==> config.mk <==
export PLATFORM = sky130hd
export DESIGN_NAME = suspend_mod
export DESIGN_NICKNAME = d
export VERILOG_FILES = /design/src/rtl/suspend_mod_pkg.sv /design/src/rtl/suspend_mod.sv /design/src/rtl/pin_edge_sync.sv
export SDC_FILE = /design/constraint.sdc
export NUM_CORES = 1
export LEC_CHECK = 0
export BUFFER_PORTS_ARGS = -buffer_cell sky130_fd_sc_hd__buf_2
export CORE_MARGIN = 3
export CORE_UTILIZATION = 35
export DETAILED_ROUTE_END_ITERATION = 12
export PLACE_DENSITY = 0.52
export RECOVER_POWER = 100
export SETUP_SLACK_MARGIN = 0.02
export SKIP_LAST_GASP = 1
export SYNTH_ARGS = -nofsm -noshare
export SYNTH_HDL_FRONTEND = slang
export SYNTH_HIERARCHICAL = 1
export SYNTH_SLANG_ARGS = --single-unit
==> constraint.sdc <==
create_clock -name CLK_IN -period 3.61 [get_ports CLK_IN]
set_input_delay 0.1805 -clock CLK_IN [delete_from_list [all_inputs] [get_ports CLK_IN]]
set_output_delay 0.1805 -clock CLK_IN [all_outputs]
set_load 0.02 [all_outputs]
==> src/rtl/suspend_mod_pkg.sv <==
package suspend_mod_pkg;

	// register indices; byte address is four times the index
	localparam logic [7:0] IDX_TOP_STATUS  = 8'h00;
	localparam logic [7:0] IDX_SPEEDUP_DIS = 8'h08;
	localparam logic [7:0] IDX_PIN_STATUS  = 8'h84;
	localparam logic [7:0] IDX_IRQ_ENABLE  = 8'h86;
	localparam logic [7:0] IDX_PAUSE_COUNT = 8'h8C;
	localparam logic [7:0] IDX_MOUSE_CFG   = 8'h93;
	localparam logic [7:0] IDX_MOD_OFF     = 8'h94;
	localparam logic [7:0] IDX_MOD_ON      = 8'h95;
	localparam logic [7:0] IDX_CPU_HALT_REQUEST_N_CFG    = 8'h96;
	localparam logic [7:0] IDX_TRAP_CTL    = 8'h97;
	localparam logic [7:0] IDX_IRQ_CLEAR   = 8'hF4;

	// reset values
	localparam logic [7:0] MOD_OFF_RST     = 8'h00;
	localparam logic [7:0] MOD_ON_RST      = 8'h00;
	localparam logic [7:0] CPU_HALT_REQUEST_N_CFG_RST    = 8'h00;
	localparam logic [7:0] TRAP_CTL_RST    = 8'h00;
	localparam logic [7:0] MOUSE_CFG_RST   = 8'h00;
	localparam logic [7:0] PAUSE_COUNT_RST = 8'h00;
	localparam logic [3:0] IRQ_ENABLE_RST  = 4'h0;

	// field positions in the top status and speedup-disable words, and the wake pin count
	localparam int TOP_PIN_BIT  = 0;
	localparam int STOPPED_BIT  = 0;
	localparam int NUM_PINS     = 4;

	// timing: modulation interval and derived cycle count
	localparam int CLK_PERIOD_NS   = 50;
	localparam int MOD_INTERVAL_NS = 32000;
	localparam int TICK_CYCLES     = MOD_INTERVAL_NS / CLK_PERIOD_NS;

	// suspend configuration, bit 7 down to bit 0
	typedef struct packed {
		logic [2:0] rsvd;
		logic       psave_dis;
		logic       isa_clk;
		logic       low_volt;
		logic       smi_hold;
		logic       mod_en;
	} cpu_halt_request_n_cfg_t;

	// pin trap control: edge selects high nibble, enables low nibble
	typedef struct packed {
		logic [3:0] edge_fall;
		logic [3:0] src_en;
	} trap_ctl_t;

	typedef struct packed {
		logic [5:0] rsvd;
		logic       serial_present;
		logic       port_b;
	} mouse_cfg_t;

	// bus accesses seen by the idle decode
	typedef struct packed {
		logic kbd;
		logic parallel;
		logic serial_a;
		logic serial_b;
	} io_activity_t;

	// power-savings controls handed to the clock manager
	typedef struct packed {
		logic enable;
		logic isa_clk_stop;
		logic low_volt_cpu_halt_request_n;
	} psave_ctrl_t;

	typedef enum logic [2:0] {
		ST_IDLE  = 3'b000,
		ST_OFF   = 3'b001,
		ST_ON    = 3'b010,
		ST_PAUSE = 3'b011,
		ST_STOP  = 3'b100
	} mod_state_t;

endpackage : suspend_mod_pkg

==> src/rtl/suspend_mod.sv <==
`timescale 1ns/1ps
module suspend_mod (
	// clock and reset
	input  wire logic                        CLK_IN,
	input  wire logic                        RST_B_IN,
	// apb slave
	input  wire logic                        PSEL_IN,
	input  wire logic                        PENABLE_IN,
	input  wire logic                        PWRITE_IN,
	input  wire logic [11:0]                 PADDR_IN,
	input  wire logic [31:0]                 PWDATA_IN,
	output logic      [31:0]                 PRDATA_OUT,
	output logic                             PREADY_OUT,
	output logic                             PSLVERR_OUT,
	// wake pins 3, 4, 5, 7 in bit order 0..3
	input  wire logic [3:0]                  WAKE_PINS_IN,
	// speedup and interrupt events, one-cycle pulses
	input  wire logic                        IRQ_SPEEDUP_IN,
	input  wire logic                        VIDEO_SPEEDUP_IN,
	input  wire logic                        SMI_EVENT_IN,
	// idle decode
	input  wire suspend_mod_pkg::io_activity_t IO_ACCESS_IN,
	output logic                             SER_PAR_ACTIVITY_OUT,
	output logic                             KBD_MOUSE_ACTIVITY_OUT,
	// processor and power control
	output logic                             CPU_HALT_REQUEST_N_OUT,
	output suspend_mod_pkg::psave_ctrl_t     PSAVE_CTRL_OUT,
	output logic                             SYSTEM_MGMT_INTERRUPT_OUT
);
	import suspend_mod_pkg::*;

	// register state
	logic [7:0]   mod_off_ff;
	logic [7:0]   mod_on_ff;
	cpu_halt_request_n_cfg_t    cpu_halt_request_n_cfg_ff;
	trap_ctl_t    trap_ctl_ff;
	mouse_cfg_t   mouse_cfg_ff;
	logic [7:0]   pause_cnt_ff;
	logic [3:0]   irq_en_ff;
	logic [3:0]   pin_stat_ff;
	logic [31:0]  prdata_ff;
	// modulation state
	mod_state_t   state_ff;
	mod_state_t   nxt_state;
	logic [9:0]   presc_ff;
	logic [7:0]   ticks_ff;
	logic         halt_n_ff;
	logic         smi_prev_ff;
	logic         ser_par_ff;
	logic         kbd_mouse_ff;
	psave_ctrl_t  psave_ff;

	// address hit: word aligned, index in bits 9:2
	function automatic logic reg_hit(input logic [11:0] a,
			input logic [7:0] idx);
		reg_hit = (a[11:10] == 2'h0) && (a[9:2] == idx) && (a[1:0] == 2'h0);
	endfunction : reg_hit

	// bus phases
	wire setup_ph = PSEL_IN & ~PENABLE_IN;
	wire access_ph = PSEL_IN & PENABLE_IN;
	wire wr = access_ph & PWRITE_IN;
	wire rd = access_ph & ~PWRITE_IN;

	// address decode
	wire hit_top   = reg_hit(PADDR_IN, IDX_TOP_STATUS);
	wire hit_sdis  = reg_hit(PADDR_IN, IDX_SPEEDUP_DIS);
	wire hit_pstat = reg_hit(PADDR_IN, IDX_PIN_STATUS);
	wire hit_irqen = reg_hit(PADDR_IN, IDX_IRQ_ENABLE);
	wire hit_pcnt  = reg_hit(PADDR_IN, IDX_PAUSE_COUNT);
	wire hit_mouse = reg_hit(PADDR_IN, IDX_MOUSE_CFG);
	wire hit_off   = reg_hit(PADDR_IN, IDX_MOD_OFF);
	wire hit_on    = reg_hit(PADDR_IN, IDX_MOD_ON);
	wire hit_cpu_halt_request_n  = reg_hit(PADDR_IN, IDX_CPU_HALT_REQUEST_N_CFG);
	wire hit_trap  = reg_hit(PADDR_IN, IDX_TRAP_CTL);
	wire hit_clr   = reg_hit(PADDR_IN, IDX_IRQ_CLEAR);
	wire mapped = hit_top | hit_sdis | hit_pstat | hit_irqen | hit_pcnt |
		hit_mouse | hit_off | hit_on | hit_cpu_halt_request_n | hit_trap | hit_clr;

	// one wait-free access: read data is latched in the setup cycle
	assign PREADY_OUT  = access_ph;
	assign PSLVERR_OUT = access_ph & ~mapped;
	assign PRDATA_OUT  = prdata_ff;

	// read mux; write-only clear register reads as zero
	wire [7:0] rd_byte =
		hit_top   ? {7'h00, |pin_stat_ff} :
		hit_sdis  ? {7'h00, state_ff == ST_STOP} :
		hit_pstat ? {4'h0, pin_stat_ff} :
		hit_irqen ? {4'h0, irq_en_ff} :
		hit_pcnt  ? pause_cnt_ff :
		hit_mouse ? mouse_cfg_ff :
		hit_off   ? mod_off_ff :
		hit_on    ? mod_on_ff :
		hit_cpu_halt_request_n  ? cpu_halt_request_n_cfg_ff :
		hit_trap  ? trap_ctl_ff : 8'h00;

	// reading speedup-disable is what releases a stopped modulation
	wire sdis_read = rd & hit_sdis;

	always_ff @(posedge CLK_IN or negedge RST_B_IN) begin
		if (!RST_B_IN)
			prdata_ff <= 32'h00000000;
		else if (setup_ph)
			prdata_ff <= {24'h000000, rd_byte};
	end

	// configuration writes; reserved bits of suspend config stay zero
	always_ff @(posedge CLK_IN or negedge RST_B_IN) begin
		if (!RST_B_IN) begin
			mod_off_ff   <= MOD_OFF_RST;
			mod_on_ff    <= MOD_ON_RST;
			cpu_halt_request_n_cfg_ff  <= CPU_HALT_REQUEST_N_CFG_RST;
			trap_ctl_ff  <= TRAP_CTL_RST;
			mouse_cfg_ff <= MOUSE_CFG_RST;
			pause_cnt_ff <= PAUSE_COUNT_RST;
			irq_en_ff    <= IRQ_ENABLE_RST;
		end else if (wr) begin
			if (hit_off)   mod_off_ff   <= PWDATA_IN[7:0];
			if (hit_on)    mod_on_ff    <= PWDATA_IN[7:0];
			if (hit_cpu_halt_request_n)  cpu_halt_request_n_cfg_ff  <= {3'h0, PWDATA_IN[4:0]};
			if (hit_trap)  trap_ctl_ff  <= PWDATA_IN[7:0];
			if (hit_mouse) mouse_cfg_ff <= {6'h00, PWDATA_IN[1:0]};
			if (hit_pcnt)  pause_cnt_ff <= PWDATA_IN[7:0];
			if (hit_irqen) irq_en_ff    <= PWDATA_IN[3:0];
		end
	end

	// pin edges
	logic [3:0] pin_rise;
	logic [3:0] pin_fall;

	pin_edge_sync #(.W(NUM_PINS)) u_edges (
		.clk_in   (CLK_IN),
		.rst_b_in (RST_B_IN),
		.pins_in  (WAKE_PINS_IN),
		.rise_out (pin_rise),
		.fall_out (pin_fall)
	);

	wire [3:0] pin_evt = trap_ctl_ff.src_en &
		((pin_fall & trap_ctl_ff.edge_fall) |
		 (pin_rise & ~trap_ctl_ff.edge_fall));
	wire [3:0] clr_mask = (wr && hit_clr) ? PWDATA_IN[3:0] : 4'h0;

	// sticky status, a new edge beats a clear in the same cycle
	always_ff @(posedge CLK_IN or negedge RST_B_IN) begin
		if (!RST_B_IN)
			pin_stat_ff <= 4'h0;
		else
			pin_stat_ff <= (pin_stat_ff & ~clr_mask) | pin_evt;
	end

	// level interrupt: any enabled status bit
	assign SYSTEM_MGMT_INTERRUPT_OUT = |(pin_stat_ff & irq_en_ff);

	// the block's own interrupt rising also counts as an interrupt event
	wire smi_evt = SMI_EVENT_IN | (SYSTEM_MGMT_INTERRUPT_OUT & ~smi_prev_ff);
	wire speedup = IRQ_SPEEDUP_IN | VIDEO_SPEEDUP_IN;

	// one tick per interval, restarted at each phase start
	wire tick = (presc_ff == 10'(TICK_CYCLES - 1));
	wire [7:0] limit = (state_ff == ST_ON) ? mod_on_ff :
		(state_ff == ST_PAUSE) ? pause_cnt_ff : mod_off_ff;
	wire done = (limit == 8'h00) || (tick && (ticks_ff + 8'h01 == limit));

	// modulation sequencer; interrupt wins over speedup
	always_comb begin
		nxt_state = state_ff;
		case (state_ff)
			ST_IDLE: begin
				nxt_state = ST_OFF;
			end
			ST_OFF, ST_ON: begin
				if (smi_evt)
					nxt_state = cpu_halt_request_n_cfg_ff.smi_hold ? ST_STOP : ST_PAUSE;
				else if (speedup)
					nxt_state = ST_OFF;
				else if (done)
					nxt_state = (state_ff == ST_OFF) ? ST_ON : ST_OFF;
			end
			ST_PAUSE: begin
				if (smi_evt && cpu_halt_request_n_cfg_ff.smi_hold)
					nxt_state = ST_STOP;
				else if (done && !smi_evt)
					nxt_state = ST_OFF;
			end
			ST_STOP: begin
				if (sdis_read && !smi_evt)
					nxt_state = ST_OFF;
			end
			default: nxt_state = ST_IDLE;
		endcase
		if (!cpu_halt_request_n_cfg_ff.mod_en)
			nxt_state = ST_IDLE;
	end

	// a phase restarts whenever the state changes or is re-entered
	wire restart = (nxt_state != state_ff) || smi_evt || speedup ||
		(done && state_ff != ST_STOP);

	always_ff @(posedge CLK_IN or negedge RST_B_IN) begin
		if (!RST_B_IN) begin
			state_ff <= ST_IDLE;
			presc_ff <= 10'h000;
			ticks_ff <= 8'h00;
		end else begin
			state_ff <= nxt_state;
			if (restart) begin
				presc_ff <= 10'h000;
				ticks_ff <= 8'h00;
			end else if (tick) begin
				presc_ff <= 10'h000;
				ticks_ff <= ticks_ff + 8'h01;
			end else
				presc_ff <= presc_ff + 10'h001;
		end
	end

	// halt request asserted low only in the on phase
	always_ff @(posedge CLK_IN or negedge RST_B_IN) begin
		if (!RST_B_IN) begin
			halt_n_ff   <= 1'b1;
			smi_prev_ff <= 1'b0;
		end else begin
			halt_n_ff   <= (nxt_state != ST_ON);
			smi_prev_ff <= SYSTEM_MGMT_INTERRUPT_OUT;
		end
	end
	assign CPU_HALT_REQUEST_N_OUT = halt_n_ff;

	wire mouse_a = mouse_cfg_ff.serial_present & ~mouse_cfg_ff.port_b;
	wire mouse_b = mouse_cfg_ff.serial_present & mouse_cfg_ff.port_b;

	// mouse port moves to the keyboard/mouse decode
	always_ff @(posedge CLK_IN or negedge RST_B_IN) begin
		if (!RST_B_IN) begin
			ser_par_ff   <= 1'b0;
			kbd_mouse_ff <= 1'b0;
		end else begin
			ser_par_ff <= IO_ACCESS_IN.parallel |
				(IO_ACCESS_IN.serial_a & ~mouse_a) |
				(IO_ACCESS_IN.serial_b & ~mouse_b);
			kbd_mouse_ff <= IO_ACCESS_IN.kbd |
				(IO_ACCESS_IN.serial_a & mouse_a) |
				(IO_ACCESS_IN.serial_b & mouse_b);
		end
	end
	assign SER_PAR_ACTIVITY_OUT   = ser_par_ff;
	assign KBD_MOUSE_ACTIVITY_OUT = kbd_mouse_ff;

	// bus clock only within power savings
	always_ff @(posedge CLK_IN or negedge RST_B_IN) begin
		if (!RST_B_IN)
			psave_ff <= '0;
		else begin
			psave_ff.enable        <= ~cpu_halt_request_n_cfg_ff.psave_dis;
			psave_ff.isa_clk_stop  <= cpu_halt_request_n_cfg_ff.isa_clk &
				~cpu_halt_request_n_cfg_ff.psave_dis;
			psave_ff.low_volt_cpu_halt_request_n <= cpu_halt_request_n_cfg_ff.low_volt;
		end
	end
	assign PSAVE_CTRL_OUT = psave_ff;

	// helper: cycles since the current phase began
	logic [17:0] phase_cyc_ff;
	always_ff @(posedge CLK_IN or negedge RST_B_IN) begin
		if (!RST_B_IN)
			phase_cyc_ff <= 18'h00000;
		else if (restart)
			phase_cyc_ff <= 18'h00000;
		else
			phase_cyc_ff <= phase_cyc_ff + 18'h00001;
	end
	wire [17:0] off_len = 18'(mod_off_ff * TICK_CYCLES);
	wire [17:0] on_len  = 18'(mod_on_ff * TICK_CYCLES);
	wire quiet = !smi_evt && !speedup && cpu_halt_request_n_cfg_ff.mod_en;
endmodule : suspend_mod

==> src/rtl/pin_edge_sync.sv <==
`timescale 1ns/1ps
module pin_edge_sync #(
	parameter int W = 4
) (
	// clock and reset
	input  wire logic         clk_in,
	input  wire logic         rst_b_in,
	// raw pins and edge pulses
	input  wire logic [W-1:0] pins_in,
	output logic      [W-1:0] rise_out,
	output logic      [W-1:0] fall_out
);

	logic [W-1:0] meta_ff;
	logic [W-1:0] sync_ff;
	logic [W-1:0] prev_ff;

	always_ff @(posedge clk_in or negedge rst_b_in) begin
		if (!rst_b_in) begin
			meta_ff <= '0;
			sync_ff <= '0;
			prev_ff <= '0;
		end else begin
			meta_ff <= pins_in;
			sync_ff <= meta_ff;
			prev_ff <= sync_ff;
		end
	end

	assign rise_out = sync_ff & ~prev_ff;
	assign fall_out = ~sync_ff & prev_ff;

endmodule : pin_edge_sync

==> run_results.csv <==
group,metric,value,unit
power,combPwrFrac,5.5,%
synthesis,postSynthCellCount,453,
setup_path,cp_data_arrival_time,3.48,ns
synthesis,synth-main-ff-cell,"dfrtp_1",
timing,hold_viol_final,0,
cts,cts_tree,"done",
power,p_sw_share,24.60,%
place,pre_cts_slack,0.3416,ns
setup_path,critPathLaunchType,"flop",
synthesis,ys_async_sr_fraction,100.0,%
detailed_routing,ant_nets,0,
outcome,failed_checks,"max-capacitance violations, max-slew violations",
detailed_routing,met2WireLength,5.379,mm
floorplanning,rows,43,
timing,grt_setup_unrepaired,"no",
floorplanning,ios,101,
cts,cts_setup_buffers,0,
synthesis,yosysUniqueCellTypes,62,
setup_path,critPathBufInv,1,
setup_path,max_stage_delay,0.54,ns
floorplanning,start_util,35.85,%
timing,finalWorstSetupSlack,0.3366,ns
floorplanning,die_h,125.5,µm
cells_and_area,nFillCells,1367,
cts,cts.path.max_buffers,2,
floorplanning,die_w,125.5,µm
power,ir_drop,0.0002366,V
power,p_leak,2.518,nW
detailed_routing,top_layer,"met4",
synthesis,seq_area_frac_synth,47.61,%
global_routing,grt_max_degree,84,
place,gp_congestion,0.8479,
place,dpl.hpwl,8.496,mm
cells_and_area,antenna_cells,0,
power,p_switching,0.5225,mW
timing,holdWs,0.01813,ns
detailed_routing,drtPass1Iterations,7,
detailed_routing,drc,0,
detailed_routing,m1WireLength,5.539,mm
outcome,status,"finished with violations",
synthesis,synth_area,0.004996,mm²
cts,path_clk_slew,0.07,ns
timing,fin_tns_setup,0,ns
synthesis,syn_avg_cell_area,11.03,µm²
setup_path,slowest_stage,"or4_1",
detailed_routing,vias,3659,
min_path,hold_class,"input pin to flop",
power,powerDensity,375.7,mW/mm²
timing,tightest_slew,2.116,ns
cells_and_area,layout_common_cells,"94 x dfrtp_1, 54 x mux2_2, 42 x nand2_1",
cts,clock-sinks,95,
global_routing,grt_pass1_wl,19.02,mm
power,power.total,2.124,mW
cells_and_area,mostFrequentLayoutCell,"dfrtp_1",
timing,fin_skew,0.008064,ns
setup_path,path_cells,"nor2b_1 -> buf_4 -> mux2i_2 -> xor3_1 -> nand3_1 -> or4_1 -> o21ai_2 -> a211oi_1 -> o211ai_4 -> nor3_1",
floorplanning,dieArea,0.01574,mm²
global_routing,antenna_found_initial,0,
setup_path,end_kind,"flop",
power,intPower,1.601,mW
power,seqPwrFrac,50.7,%
global_routing,first_global_vias,3627,
setup_path,crit_family,"simple AND/OR/NAND/NOR gates",
timing,slew_headroom,-41.07,%
detailed_routing,wl_per_cell,16.82,µm
floorplanning,core,0.01393,mm²
timing,final_max_slew_viol_count,84,
cts,root_buffer,"clkbuf_16",
synthesis,synth_edf_count,0,
detailed_routing,vias_per_cell,5.250,
global_routing,track_usage,15.12,%
synthesis,ys_seq_elements,95,
timing,post-route-min-period,3.273,ns
global_routing,grt_overflow,0,
detailed_routing,drt-initial-drc-count,264,
cells_and_area,drive_gt1_share,24.18,%
timing,finalSetupViolCount,0,
cts,cts_buffers,9,
detailed_routing,drt-total-wl,11.72,mm
cts,postCtsResizedCells,0,
setup_path,path_class,"flop to flop",
place,io_buffers,52,
cts,htreeDepth,3,
timing,max_freq,305.5,MHz
detailed_routing,wl_met3,597,µm
cells_and_area,nets,574,
timing,post-route-period-util,90.68,%
job,drv_cap,1,
power,clkPwrFrac,43.8,%
setup_path,path_max_fanout,18,
cells_and_area,area.growth.synth_to_final,13.12,%
synthesis,ys_warn_count,6,
setup_path,crit_required,3.82,ns
cts,worst_skew_pair.late_latency,0.35,ns
==> Yosys cell counts (all sizes together) (2+ instances only) <==
cell type / number / area [µm²]
mux2i: 13 / 133.9
and4: 2 / 17.52
clkbuf: 10 / 37.54
a222oi: 6 / 60.06
a41oi: 2 / 17.52
o211ai: 2 / 28.78
xor2: 13 / 113.9
or4: 3 / 26.27
and3: 4 / 25.02
ha: 2 / 25.02
o2111ai: 2 / 17.52
a22oi: 8 / 60.06
a31oi: 3 / 18.77
nand4b: 2 / 17.52
xnor2: 13 / 113.9
nor2b: 4 / 25.02
a211oi: 2 / 15.01
o41ai: 2 / 17.52
nand3: 10 / 50.05
mux2: 54 / 608.1
nor4b: 2 / 32.53
and2b: 8 / 70.07
and2: 4 / 25.02
a22o: 4 / 35.03
inv: 3 / 11.26
nand2: 42 / 157.7
or2: 4 / 25.02
dfrtp: 94 / 2352
o21ai: 8 / 43.79
buf: 29 / 226.5
nor4: 3 / 18.77
a21oi: 11 / 55.05
or3: 2 / 12.51
nor3: 12 / 70.07
nand4: 7 / 43.79
nor2: 34 / 127.6
a21o: 10 / 75.07
a32oi: 3 / 26.28
==> area by class of cell <==
class | instances | area [µm²] | share of cell area, %
Clock inverter | 6 | 50.05 | 0.8855
Multi-Input combinational cell | 339 | 2415 | 42.73
Tap cell | 180 | 225.2 | 3.985
Inverter | 3 | 11.26 | 0.1992
Timing Repair Buffer | 64 | 332.8 | 5.889
Sequential cell | 95 | 2379 | 42.09
Clock buffer | 10 | 239.0 | 4.228
==> worst register-to-register path, cell delays in order (launching register included) <==
cell	delay [ns]
dfrtp_1	0.48
nor2b_1	0.27
buf_4	0.25
mux2i_2	0.30
xor3_1	0.25
nand3_1	0.08
or4_1	0.54
o21ai_2	0.20
a211oi_1	0.11
o211ai_4	0.51
nor3_1	0.14
==> final timing paths <==
path                                              start                                  endpoint  slack, ns  cells past startpoint
max                               state_ff[1]$_DFF_PN0_                     presc_ff[9]$_DFF_PN0_       0.34                     10
min                                     IO_ACCESS_IN[2]            SER_PAR_ACTIVITY_OUT$_DFF_PN0_       0.02                      2
max reg2reg                       state_ff[1]$_DFF_PN0_                     presc_ff[9]$_DFF_PN0_       0.34                     10
min reg2reg                u_edges/meta_ff[1]$_DFF_PN0_              u_edges/sync_ff[1]$_DFF_PN0_       0.35                      0
max in group asynchronous                      RST_B_IN  cpu_halt_request_n_cfg_ff[3]$_DFFE_PN0P_       1.67                      2
min in group asynchronous                      RST_B_IN                     state_ff[1]$_DFF_PN0_       0.45                      1
==> cells by family (layout without fill, tap and decap cells) <==
| kind of cell | after synthesis | count (layout) | share of synthesized area (%) |
|---|---|---|---|
| AND/OR/NAND/NOR | 147 | 147 | 15.50 |
| flip-flops | 95 | 95 | 47.61 |
| AO/OA/AOI/OAI | 72 | 72 | 10.92 |
| multiplexers | 67 | 67 | 14.85 |
| buffers and inverters | 42 | 83 | 5.510 |
| XOR/XNOR | 27 | 27 | 5.034 |
| adder cells (fa/ha/maj) | 2 | 2 | 0.5008 |
| other | 1 | 24 | 0.07506 |
==> per-layer routing <==
metal | up-vias | track usage, %
met1 | 1792 | 20.16
met4 | 0 | 5.293
met3 | 18 | 4.101
met2 | 127 | 23.76
li1 | 1722 | -
met5 | - | 0
==> power groups by stage <==
stage / Sequential (mW) / Combinational, mW / Clock [mW]
6_report: 1.08 / 0.117 / 0.929
5_1_grt: 1.08 / 0.131 / 1.01
4_1_cts: 1.08 / 0.121 / 0.963
3_5_place_dp: 1.10 / 0.117 / 0
3_3_place_gp: 1.10 / 0.115 / 0
2_1_floorplan: 1.10 / 0.0728 / 0
==> stage by stage <==
step | util (%) | instances | instance area (µm²)
finish | 40.56 | 697 | 5652
global route | 40.56 | 697 | 5652
CTS | 40.89 | 697 | 5698
detailed placement | 38.46 | 676 | 5359
global placement | 38.46 | 676 | 5359
floorplan | - | 476 | 5082
==> sequential cells by signal (all words and copies together), names as in the netlist <==
name / cells
PSAVE_CTRL_OUT: 3
mod_on_ff: 8
mod_off_ff: 8
CPU_HALT_REQUEST_N_OUT: 1
cpu_halt_request_n_cfg_ff: 5
pause_cnt_ff: 8
KBD_MOUSE_ACTIVITY_OUT: 1
pin_stat_ff: 4
irq_en_ff: 4
ticks_ff: 8
state_ff: 3
SER_PAR_ACTIVITY_OUT: 1
trap_ctl_ff: 8
smi_prev_ff: 1
u_edges/sync_ff: 4
PRDATA_OUT: 8
u_edges/meta_ff: 4
u_edges/prev_ff: 4
presc_ff: 10
mouse_cfg_ff: 2
==> timing repair <==
item | 4_1_cts | 5_1_grt
hold endpoints to repair | 5 | 0
endpoints found under the setup margin | 0 | 0
hold buffers | 5 | 0
Power figures use the tool's default switching activity.
